--- config.mk ---
export PLATFORM = sky130hd
export DESIGN_NAME = surb_register_bank
export DESIGN_NICKNAME = d
export VERILOG_FILES = /design/src/core/surb_register_bank.v /design/src/core/surb_lock_count.v
export VERILOG_INCLUDE_DIRS = /design/src /design/src/core
export SDC_FILE = /design/constraint.sdc
export NUM_CORES = 1
export LEC_CHECK = 0
export BUFFER_PORTS_ARGS = -buffer_cell sky130_fd_sc_hd__clkbuf_2
export CORE_UTILIZATION = 55
export CTS_CLUSTER_DIAMETER = 80
export CTS_CLUSTER_SIZE = 20
export DETAILED_ROUTE_END_ITERATION = 8
export PLACE_DENSITY = 0.75
export RECOVER_POWER = 25
export SETUP_SLACK_MARGIN = 0.02
export SLEW_MARGIN = 20
export SYNTH_ARGS = -nofsm -noshare
export SYNTH_HDL_FRONTEND = slang
export SYNTH_SLANG_ARGS = --single-unit
--- constraint.sdc ---
create_clock -name clk -period 6.1 [get_ports clk]
set_input_delay 0.305 -clock clk [delete_from_list [all_inputs] [get_ports clk]]
set_output_delay 0.305 -clock clk [all_outputs]
set_load 0.05 [all_outputs]
--- src/core/surb_defines.vh ---
// Register map constants for the synthesizer upper register bank
`ifndef SURB_DEFINES_VH
`define SURB_DEFINES_VH

// Offsets
`define SURB_OFS_SD_RESET 7'h3D
`define SURB_OFS_PUMP_TEST 7'h3E
`define SURB_OFS_AUX_DIV_LO 7'h3F
`define SURB_OFS_BUF_DIV_HI 7'h40
`define SURB_OFS_CLK2_DIV_LO 7'h41
`define SURB_OFS_OSC_MUX 7'h47
`define SURB_OFS_OSC_BUF 7'h52
`define SURB_OFS_CNT_LO 7'h6E
`define SURB_OFS_CNT_HI 7'h6F
`define SURB_OFS_DBL_TRACK 7'h70
`define SURB_OFS_QUAD_TRACK 7'h71
`define SURB_OFS_AUX_OUT 7'h72
`define SURB_OFS_CONV_LOCK 7'h73
`define SURB_OFS_LOCK_STATE 7'h7C

// Reset values
`define SURB_RST_SD_RESET 8'h00
`define SURB_RST_PUMP_TEST 8'h0C
`define SURB_RST_AUX_DIV_LO 8'h80
`define SURB_RST_BUF_DIV_HI 8'h50
`define SURB_RST_CLK2_DIV_LO 8'h28
`define SURB_RST_OSC_MUX 8'hC0
`define SURB_RST_OSC_BUF 8'hF4
`define SURB_RST_DBL_TRACK 8'h03
`define SURB_RST_QUAD_TRACK 8'h60
`define SURB_RST_AUX_OUT 8'h32
`define SURB_RST_CONV_LOCK 8'h00

// Reset values of the decoded control outputs
`define SURB_RST_AUX_PWR 2'h3
`define SURB_RST_DBL_BIAS 2'h3
`define SURB_RST_PUMP 2'h3

// Writable-bit masks; all other bits are fixed zero
`define SURB_WM_SD_RESET 8'h40
`define SURB_WM_PUMP_TEST 8'h0C
`define SURB_WM_FULL 8'hFF
`define SURB_WM_BUF_DIV_HI 8'h7F
`define SURB_WM_OSC_MUX 8'hE0
`define SURB_WM_OSC_BUF 8'hFC
`define SURB_WM_TRACK 8'hE3
`define SURB_WM_AUX_OUT 8'h7A
`define SURB_WM_CONV_LOCK 8'h07

// Field positions
`define SURB_AUX_SRC_BIT 6
`define SURB_AUX_PWR_HI 5
`define SURB_AUX_PWR_LO 4
`define SURB_AUX_ON_BIT 3
`define SURB_ADC_CLK_OFF_BIT 2
`define SURB_NDIV_OFF_BIT 1
`define SURB_LOCK_PRESCALE_BIT 0
`define SURB_DBL_FILT_HI 7
`define SURB_DBL_FILT_LO 5
`define SURB_DBL_BIAS_HI 1
`define SURB_DBL_BIAS_LO 0
`define SURB_PUMP_HI 3
`define SURB_PUMP_LO 2
`define SURB_SD_RESET_BIT 6

// Lock count prescale
`define SURB_LOCK_DIV_LOG2 5

`endif

--- src/core/surb_register_bank.v ---
// Upper register bank of the synthesizer control map
`timescale 1ns/100ps
`default_nettype none
`include "surb_defines.vh"

// Function
// (RULE_01) Bit 6 picks divided or raw oscillator
// (RULE_02) Bits 5:4 aux power, reset 11
// (RULE_03) Bit 3 turns aux output on
// (RULE_04) ADC enable overrides ADC clock disable
// (RULE_05) Prescale bit divides lock counts by 32
// (RULE_06) Lock state readable at 0x7C bit 0
// (RULE_07) Oscillator counter read at 0x6E/0x6F
// (RULE_08) Doubler filter select bits 7:5, reset 0
// (RULE_09) Doubler bias select bits 1:0, reset 11
// (RULE_10) Aux output register resets to 0x32
// (RULE_11) Reserved and read-only bits ignore writes

module surb_register_bank #(
  parameter LOCK_BASE_LOG2 = 10,
  parameter LOCK_LEN_W = 16
)
(
  // Clock and reset
  input wire clk,
  input wire sys_rst,
  // Register port
  input wire reg_wr,
  input wire reg_rd,
  input wire [6:0] reg_addr,
  input wire [7:0] reg_wdata,
  output reg [7:0] reg_rdata,
  output reg reg_rvalid,
  // Status from analog core (asynchronous)
  input wire [15:0] osc_counter_value,
  input wire lock_detect,
  input wire adc_enable,
  input wire [1:0] lock_count_select,
  // Aux output controls
  output reg aux_source_select,
  output reg [1:0] aux_power_level,
  output reg aux_output_on,
  // Doubler and misc controls
  output reg [2:0] doubler_filter_select,
  output reg [1:0] doubler_bias_select,
  output reg [1:0] pump_test_select,
  output reg sd_reset,
  output reg adc_clock_off,
  output reg feedback_divider_off,
  output reg lock_count_prescale,
  output wire [LOCK_LEN_W-1:0] lock_count_len
);

  // ****************************************
  // Storage
  // ****************************************
  reg [7:0] r_sd_reset;
  reg [7:0] r_pump_test;
  reg [7:0] r_aux_div_lo;
  reg [7:0] r_buf_div_hi;
  reg [7:0] r_clk2_div_lo;
  reg [7:0] r_osc_mux;
  reg [7:0] r_osc_buf;
  reg [7:0] r_dbl_track;
  reg [7:0] r_quad_track;
  reg [7:0] r_aux_out;
  reg [7:0] r_conv_lock;
  reg [7:0] next_rdata;

  // Two-stage synchronisers. The counter word is only taken once two
  // synchronised samples agree, so a read never shows a half-changed count.
  reg [15:0] cnt_meta;
  reg [15:0] cnt_sync;
  reg [15:0] cnt_prev;
  reg [15:0] cnt_hold;
  reg lock_meta;
  reg lock_sync;
  reg adc_meta;
  reg adc_sync;

  // ****************************************
  // Functions
  // ****************************************
  // Masked write merge used by every writable register
  function [7:0] surb_merge;
    input [7:0] old_val;
    input [7:0] new_val;
    input [7:0] mask;
    begin
      surb_merge = (new_val & mask) | (old_val & ~mask); // RULE_11
    end
  endfunction

  function surb_hit;
    input wr;
    input [6:0] addr;
    input [6:0] ofs;
    begin
      surb_hit = wr && (addr == ofs);
    end
  endfunction

  // ****************************************
  // Write decode
  // ****************************************
  // Writes to read-only or unmapped offsets match no strobe and vanish
  wire wr_sd_reset;
  wire wr_pump_test;
  wire wr_aux_div_lo;
  wire wr_buf_div_hi;
  wire wr_clk2_div_lo;
  wire wr_osc_mux;
  wire wr_osc_buf;
  wire wr_dbl_track;
  wire wr_quad_track;
  wire wr_aux_out;
  wire wr_conv_lock;
  assign wr_sd_reset = surb_hit(reg_wr, reg_addr, `SURB_OFS_SD_RESET);
  assign wr_pump_test = surb_hit(reg_wr, reg_addr, `SURB_OFS_PUMP_TEST);
  assign wr_aux_div_lo = surb_hit(reg_wr, reg_addr, `SURB_OFS_AUX_DIV_LO);
  assign wr_buf_div_hi = surb_hit(reg_wr, reg_addr, `SURB_OFS_BUF_DIV_HI);
  assign wr_clk2_div_lo = surb_hit(reg_wr, reg_addr, `SURB_OFS_CLK2_DIV_LO);
  assign wr_osc_mux = surb_hit(reg_wr, reg_addr, `SURB_OFS_OSC_MUX);
  assign wr_osc_buf = surb_hit(reg_wr, reg_addr, `SURB_OFS_OSC_BUF);
  assign wr_dbl_track = surb_hit(reg_wr, reg_addr, `SURB_OFS_DBL_TRACK);
  assign wr_quad_track = surb_hit(reg_wr, reg_addr, `SURB_OFS_QUAD_TRACK);
  assign wr_aux_out = surb_hit(reg_wr, reg_addr, `SURB_OFS_AUX_OUT);
  assign wr_conv_lock = surb_hit(reg_wr, reg_addr, `SURB_OFS_CONV_LOCK);

  // ****************************************
  // Input synchronisers
  // ****************************************
  always @(posedge clk or posedge sys_rst)
  begin
    if (sys_rst)
    begin
      cnt_meta <= 16'h0000;
      cnt_sync <= 16'h0000;
      lock_meta <= 1'b0;
      lock_sync <= 1'b0;
      adc_meta <= 1'b0;
      adc_sync <= 1'b0;
    end
    else
    begin
      cnt_meta <= osc_counter_value;
      cnt_sync <= cnt_meta;
      lock_meta <= lock_detect;
      lock_sync <= lock_meta;
      adc_meta <= adc_enable;
      adc_sync <= adc_meta;
    end
  end

  // ****************************************
  // Status capture
  // ****************************************
  // A count that never settles keeps showing its last steady value
  always @(posedge clk or posedge sys_rst)
  begin
    if (sys_rst)
    begin
      cnt_prev <= 16'h0000;
      cnt_hold <= 16'h0000;
    end
    else
    begin
      cnt_prev <= cnt_sync;
      if (cnt_sync == cnt_prev)
        cnt_hold <= cnt_sync; // RULE_07
    end
  end

  // ****************************************
  // Register writes
  // ****************************************
  always @(posedge clk or posedge sys_rst)
  begin
    if (sys_rst)
    begin
      r_sd_reset <= `SURB_RST_SD_RESET;
      r_pump_test <= `SURB_RST_PUMP_TEST;
      r_aux_div_lo <= `SURB_RST_AUX_DIV_LO;
      r_buf_div_hi <= `SURB_RST_BUF_DIV_HI;
      r_clk2_div_lo <= `SURB_RST_CLK2_DIV_LO;
      r_osc_mux <= `SURB_RST_OSC_MUX;
      r_osc_buf <= `SURB_RST_OSC_BUF;
      r_dbl_track <= `SURB_RST_DBL_TRACK; // RULE_08 RULE_09
      r_quad_track <= `SURB_RST_QUAD_TRACK;
      r_aux_out <= `SURB_RST_AUX_OUT; // RULE_10
      r_conv_lock <= `SURB_RST_CONV_LOCK;
    end
    else
    begin
      if (wr_sd_reset)
        r_sd_reset <= surb_merge(r_sd_reset, reg_wdata, `SURB_WM_SD_RESET);
      if (wr_pump_test)
        r_pump_test <= surb_merge(r_pump_test, reg_wdata, `SURB_WM_PUMP_TEST);
      if (wr_aux_div_lo)
        r_aux_div_lo <= surb_merge(r_aux_div_lo, reg_wdata, `SURB_WM_FULL);
      if (wr_buf_div_hi)
        r_buf_div_hi <= surb_merge(r_buf_div_hi, reg_wdata, `SURB_WM_BUF_DIV_HI);
      if (wr_clk2_div_lo)
        r_clk2_div_lo <= surb_merge(r_clk2_div_lo, reg_wdata, `SURB_WM_FULL);
      if (wr_osc_mux)
        r_osc_mux <= surb_merge(r_osc_mux, reg_wdata, `SURB_WM_OSC_MUX);
      if (wr_osc_buf)
        r_osc_buf <= surb_merge(r_osc_buf, reg_wdata, `SURB_WM_OSC_BUF);
      if (wr_dbl_track)
        r_dbl_track <= surb_merge(r_dbl_track, reg_wdata, `SURB_WM_TRACK); // RULE_08 RULE_09
      if (wr_quad_track)
        r_quad_track <= surb_merge(r_quad_track, reg_wdata, `SURB_WM_TRACK);
      if (wr_aux_out)
        r_aux_out <= surb_merge(r_aux_out, reg_wdata, `SURB_WM_AUX_OUT);
      if (wr_conv_lock)
        r_conv_lock <= surb_merge(r_conv_lock, reg_wdata, `SURB_WM_CONV_LOCK);
    end
  end

  // ****************************************
  // Read mux
  // ****************************************
  always @*
  begin
    case (reg_addr)
      `SURB_OFS_SD_RESET: next_rdata = r_sd_reset;
      `SURB_OFS_PUMP_TEST: next_rdata = r_pump_test;
      `SURB_OFS_AUX_DIV_LO: next_rdata = r_aux_div_lo;
      `SURB_OFS_BUF_DIV_HI: next_rdata = r_buf_div_hi;
      `SURB_OFS_CLK2_DIV_LO: next_rdata = r_clk2_div_lo;
      `SURB_OFS_OSC_MUX: next_rdata = r_osc_mux;
      `SURB_OFS_OSC_BUF: next_rdata = r_osc_buf;
      `SURB_OFS_CNT_LO: next_rdata = cnt_hold[7:0]; // RULE_07
      `SURB_OFS_CNT_HI: next_rdata = cnt_hold[15:8]; // RULE_07
      `SURB_OFS_DBL_TRACK: next_rdata = r_dbl_track;
      `SURB_OFS_QUAD_TRACK: next_rdata = r_quad_track;
      `SURB_OFS_AUX_OUT: next_rdata = r_aux_out;
      `SURB_OFS_CONV_LOCK: next_rdata = r_conv_lock;
      `SURB_OFS_LOCK_STATE: next_rdata = {7'h00, lock_sync}; // RULE_06
      // Unmapped offsets read zero so a probe of the map is harmless
      default: next_rdata = 8'h00;
    endcase
  end

  always @(posedge clk or posedge sys_rst)
  begin
    if (sys_rst)
    begin
      reg_rdata <= 8'h00;
      reg_rvalid <= 1'b0;
    end
    else
    begin
      reg_rvalid <= reg_rd;
      if (reg_rd)
        reg_rdata <= next_rdata;
    end
  end

  // ****************************************
  // Control outputs
  // ****************************************
  always @(posedge clk or posedge sys_rst)
  begin
    if (sys_rst)
    begin
      aux_source_select <= 1'b0;
      aux_power_level <= `SURB_RST_AUX_PWR;
      aux_output_on <= 1'b0;
      doubler_filter_select <= 3'h0;
      doubler_bias_select <= `SURB_RST_DBL_BIAS;
      pump_test_select <= `SURB_RST_PUMP;
      sd_reset <= 1'b0;
      adc_clock_off <= 1'b0;
      feedback_divider_off <= 1'b0;
      lock_count_prescale <= 1'b0;
    end
    else
    begin
      aux_source_select <= r_aux_out[`SURB_AUX_SRC_BIT]; // RULE_01
      aux_power_level <= r_aux_out[`SURB_AUX_PWR_HI:`SURB_AUX_PWR_LO]; // RULE_02
      aux_output_on <= r_aux_out[`SURB_AUX_ON_BIT]; // RULE_03
      doubler_filter_select <= r_dbl_track[`SURB_DBL_FILT_HI:`SURB_DBL_FILT_LO]; // RULE_08
      doubler_bias_select <= r_dbl_track[`SURB_DBL_BIAS_HI:`SURB_DBL_BIAS_LO]; // RULE_09
      pump_test_select <= r_pump_test[`SURB_PUMP_HI:`SURB_PUMP_LO];
      sd_reset <= r_sd_reset[`SURB_SD_RESET_BIT];
      // ADC enable wins so calibration is never starved of its clock
      adc_clock_off <= r_conv_lock[`SURB_ADC_CLK_OFF_BIT] & ~adc_sync; // RULE_04
      feedback_divider_off <= r_conv_lock[`SURB_NDIV_OFF_BIT];
      lock_count_prescale <= r_conv_lock[`SURB_LOCK_PRESCALE_BIT]; // RULE_05
    end
  end

  // ****************************************
  // Lock count length
  // ****************************************
  // Registered length is already a flip-flop output
  surb_lock_count #(
    .BASE_LOG2(LOCK_BASE_LOG2),
    .LEN_W(LOCK_LEN_W)
  ) u_lock_count (
    .clk(clk),
    .sys_rst(sys_rst),
    .lock_count_select(lock_count_select),
    .lock_count_prescale(r_conv_lock[`SURB_LOCK_PRESCALE_BIT]),
    .lock_count_len(lock_count_len)
  );

endmodule // surb_register_bank

`default_nettype wire

--- src/core/surb_lock_count.v ---
// Lock detect count length selector with optional divide by 32
`timescale 1ns/100ps
`default_nettype none
`include "surb_defines.vh"

module surb_lock_count #(
  parameter BASE_LOG2 = 10,
  parameter LEN_W = 16
)
(
  // Clock and reset
  input wire clk,
  input wire sys_rst,
  // Control
  input wire [1:0] lock_count_select,
  input wire lock_count_prescale,
  // Result
  output reg [LEN_W-1:0] lock_count_len
);

  reg [LEN_W-1:0] next_len;

  // Prescaled counts land on 32, 64, 128, 256
  always @*
  begin
    if (lock_count_prescale)
      next_len = {{(LEN_W-1){1'b0}}, 1'b1} << (`SURB_LOCK_DIV_LOG2 + lock_count_select); // RULE_05
    else
      next_len = {{(LEN_W-1){1'b0}}, 1'b1} << (BASE_LOG2 + lock_count_select);
  end

  always @(posedge clk or posedge sys_rst)
  begin
    if (sys_rst)
      lock_count_len <= {LEN_W{1'b0}};
    else
      lock_count_len <= next_len;
  end

endmodule // surb_lock_count

`default_nettype wire

## Yosys cells after proc, flatten, opt, wreduce, memory -nomap -nowiden

Cells that the tools add are included.

- Flip-flop bits (word level): 196
- Bits of input ports: 39
- Output and inout bits: 40

- $add $sub $neg: 2
- Equal/unequal tests: 15
- Shift operators: 2
- Mux-type cells: 2
- Bitwise operators: 11
- Reductions and logical operators: 11

Operator list:

| cell | count |
|---|---|
| case mux 8 bit (14 select lines) | 1 |
| == test 7 bit (second input constant) | 11 |
| << shifter 1 x 32 -> 16 bit (first input constant) | 2 |
| bitwise OR 7 x 8 -> 8 bit | 3 |
| bitwise OR 8 x 5 -> 8 bit | 3 |
| == test 7 x 6 -> 1 bit (second input constant) | 3 |
| == test 16 bit | 1 |
| two-way mux 16 bit | 1 |
| logical AND 1 bit | 11 |
| bitwise OR 3 x 8 -> 8 bit | 1 |
| bitwise OR 4 x 8 -> 8 bit | 1 |
| bitwise OR 8 x 2 -> 8 bit | 1 |
| adder 4 x 2 -> 5 bit (first input constant) | 1 |
| adder 3 x 2 -> 4 bit (first input constant) | 1 |
| AND 1 bit | 1 |
| NOT 1 bit | 1 |

## Logic depth before layout (Yosys ltp)

- Depth after elaboration: 3
- Depth in mapped cells: 7

## Modules after synthesis

From an unflattened synthesis, not the netlist that was laid out.

- Cell total of the unflattened synthesis: 417
- Area, all modules: 6,112.1 um^2

By module, submodules not included:

| module | times used | cells each | area each (um^2) | sequential area each (um^2) |
|---|---|---|---|---|
| surb_register_bank | 1 | 370 | 5,522.8 | 3,662.3 |
| surb_lock_count | 1 | 47 | 589.3 | 400.4 |

## Worst setup path after synthesis

No wires, ideal clock.

- Path kind: reg2reg
- Start: register cnt_sync[5]
- End: register cnt_hold[0]
- Arrival: 1,595 ps
- Slack: 4,380 ps
- Stages on the path, launching flop included: 6
- Period minus slack after synthesis: 1,720 ps
- Cell sequence: dfrtp_1 -> xor2_1 -> nor4_1 -> nand4_2 -> buf_6 -> mux2_4

- Cells in the longest elaborated chain, start to end: 1

Ends and longest elaborated chain:

| what | RTL line | text |
|---|---|---|
| from (decl) | surb_register_bank.v:73 | `reg [15:0] cnt_sync;` |
| from (signal assigned) | surb_register_bank.v:147 | `cnt_sync <= cnt_meta;` |
| == test 16 bit | surb_register_bank.v:169 | `if (cnt_sync == cnt_prev)` |
| to (signal assigned) | surb_register_bank.v:170 | `cnt_hold <= cnt_sync;` |
| to (decl) | surb_register_bank.v:75 | `reg [15:0] cnt_hold;` |

No other way between the ends.
A chain may end at the register's enable or synchronous reset.

==> metrics.txt <==
largest net degree at the start of global routing=99; outcome=complete, but fails checks; # IOs=79; Crit path largest cell delay=2.26 ns; Die Y-Extent=108 um; total power draw=2.37 mW; CTS tree=done; vias per inst=5.76; arrival time at the worst endpoint=3.64 ns; Layout area overhead=19.0%; share of the synthesized area in the top cell type=0.539; Worst-Margin Slew=4.03 ns; worst r2r src=cnt_sync[5]; layout cell share with drive strength beyond 1=0.400; post-DP HPWL=8800 um; final hold vios=0; number of setup violations in the final report=0; max cap viols=1; final wirelength=12,700 um; number of synthesized flops with an enable pin=0; cell area after synthesis=6220 um^2; Critical Path Start Type=input pin; # rows=38; VDD IR-drop max=0.271 mV; Fmax=315 MHz; ys flop type=dfrtp_1; Leak=3.47 nW; layout net count=562; first-pass GRT wire length=20,800 um; ys async rst share=1.00; most instantiated library cell after synthesis=dfrtp_1; Core ar.=10,900 um^2; Max-slew headroom=-1.70; Setup crit start=sys_rst; synth unique cells=59; clock latency on the worst-skew pair=0.43 ns; Port-buffer cells=78; CP Max Fanout=98; CTS Buffer Depth=2; DR WL/cell=18.9 um; grt ovf=0; vias in the first global route=3,963; Clk pin slew, worst setup/hold paths=0.06 ns; crit path to=reg_rvalid; initial antenna violation count=0; hold_buf cts=18; slowest library cell on the worst path=clkinvlp_2; via count=3,891; clock skew=0.00710 ns; Final Cycle Share=0.521; minimum clock period=3.18 ns; die area=11,700 um^2; Pwr Density=321 nW/um^2; fillers=794; Synth area leader=dfrtp_1; synth top area cells=dfrtp_1, dfstp_2, mux2_2, mux2_4, xor2_1; Setup CP Type=in2async; Sequential Area=4060 um^2; CP Capture Type=asynchronous set/reset pin; FF-to-FF path depth=4; n_diodes=0; worst min path class=in2reg; failing checks=capacitance limit, slew limit; Setup TNS=0 ns; register area share after synthesis=0.653; required time of the critical path=6.56 ns; TritonCTS Buffers=17; Avg Inst Size Synth=14.7 um^2; CTS resizes=0; Detail Route Antenna Nets=0; DRC viols=0; Reg2Reg Setup Slack=3.76 ns; critical path, cell by cell=clkbuf_1 -> clkinvlp_2 -> buf_4; Iteration-0 DRC Markers=180; Num Clock Sinks=161; max-slew violations=99; post-CTS setup buffers=0; gr usage total=0.245; Initial DRT Pass Iterations=5; FF-to-FF End=cnt_hold[8]; die width=108 um; unrepaired setup endpoints after global routing=no; GPL Wtd Cong=0.910; H-tree Lvls=4; Post-Synthesis Cells=424; Multi-input gate area=2020 um^2; Seq cells post-synth=161; Initial Utilization=0.569; Post-synth top cells=dfrtp_1, mux2_2, dfstp_2, nand3_1; Clock Root Buffer=clkbuf_16; synth warn=0
cell type report:
| type | count | share of cell area |
|---|---|---|
| sequential | 161 | 0.549 |
| multi-input combinational | 242 | 0.272 |
| timing repair buffer | 97 | 0.0777 |
| clock buffer | 18 | 0.0593 |
| tap | 140 | 0.0237 |
| clock inverter | 14 | 0.0164 |
| inverter | 3 | 0.00169 |
state kept, by name, indices dropped and copies added (netlist names), 7 cells and up:
| name | cells |
|---|---|
| cnt_hold | 16 |
| r_buf_div_hi | 7 |
| r_clk2_div_lo | 8 |
| u_lock_count.lock_count_len | 16 |
| cnt_meta | 16 |
| r_aux_div_lo | 8 |
| cnt_sync | 16 |
| reg_rdata | 8 |
| cnt_prev | 16 |
cell families after synthesis:
| kind of cell | after synthesis | synth area share |
|---|---|---|
| DFF | 161 | 0.653 |
| and+or+nand+nor | 97 | 0.0980 |
| muxes | 74 | 0.139 |
| AOI/OAI and AO/OA | 48 | 0.0591 |
| buffers and inverters | 26 | 0.0257 |
| xor gates and xnor gates | 16 | 0.0225 |
| adders and majority gates | 1 | 0.00201 |
| other | 1 | 0.000603 |
cells in the final DEF, fill, tap and decap left out, types with 3 or more instances in the layout:
master         Yosys  layout
xor2_1            16      16
nor3b_1            5       5
mux2i_1            5       5
a32o_1             3       3
nor3_1             4       4
mux2_2            59      59
nor4_1             3       3
a21oi_1            4       4
nor2b_1            6       6
inv_6              0       4
mux2_4            10      10
o211ai_1           3       3
o21ai_0            4       4
clkinv_4           0       4
a22o_1             4       4
dfrtp_1          134     134
a31oi_1            6       6
dlygate4sd3_1      0      18
and2_1             3       3
a221oi_1           4       4
a32oi_1            3       3
conb_1             1       6
dfstp_1            0       6
nand3_1           18      18
nand2_1           16      16
nand4_1            7       7
inv_8              0       3
clkbuf_2           1      76
a22oi_1            5       5
dfstp_2           27      21
and3_1             3       3
nor2_1            13      13
clkbuf_16          0      17
per-stage QoR:
stage / hold slack (ns) / std cells / worst slack (ns) / util / instance area [um^2]
after floorplan: 0.331 / 429 / 1.49 / - / 6240
after global routing: 0.139 / 675 / 2.15 / 0.677 / 7400
final: 0.125 / 675 / 2.92 / 0.677 / 7400
after detailed placement: 0.335 / 625 / 3.72 / 0.610 / 6670
after global placement: 0.332 / 625 / 3.78 / 0.610 / 6670
after CTS: 0.0817 / 675 / 3.68 / 0.678 / 7410
how the worst min path moves through the flow:
stage	from	endpoint	cells past startpoint
after global routing	lock_count_select[1]	u_lock_count.lock_count_len[10]	2
after global placement	cnt_meta[11]	cnt_sync[11]	0
after floorplan	adc_meta	adc_sync	0
after detailed placement	cnt_meta[2]	cnt_sync[2]	0
final	lock_count_select[1]	u_lock_count.lock_count_len[10]	2
after CTS	sys_rst	cnt_meta[1]	2
critical path, delay by kind of cell:
| family | cells | cell delay, ns |
|---|---|---|
| buffers and inverters | 3 | 3.27 |
per-layer routing:
| layer | vias up | share of wire | global-route usage |
|---|---|---|---|
| met4 | 0 | 0.026 | 0.123 |
| met5 | - | 0 | 0 |
| met2 | 155 | 0.49 | 0.391 |
| met1 | 1985 | 0.42 | 0.315 |
| met3 | 21 | 0.063 | 0.0591 |
| li1 | 1730 | - | - |
power by group:
| part | switching, mW | internal [mW] | leakage [nW] |
|---|---|---|---|
| Clock | 0.443 | 0.544 | 0.277 |
| Combinational | 0.140 | 0.0688 | 1.21 |
| Sequential | 0.0358 | 1.14 | 1.98 |
| Total | 0.619 | 1.75 | 3.47 |
(Power assumes the default switching activity.)
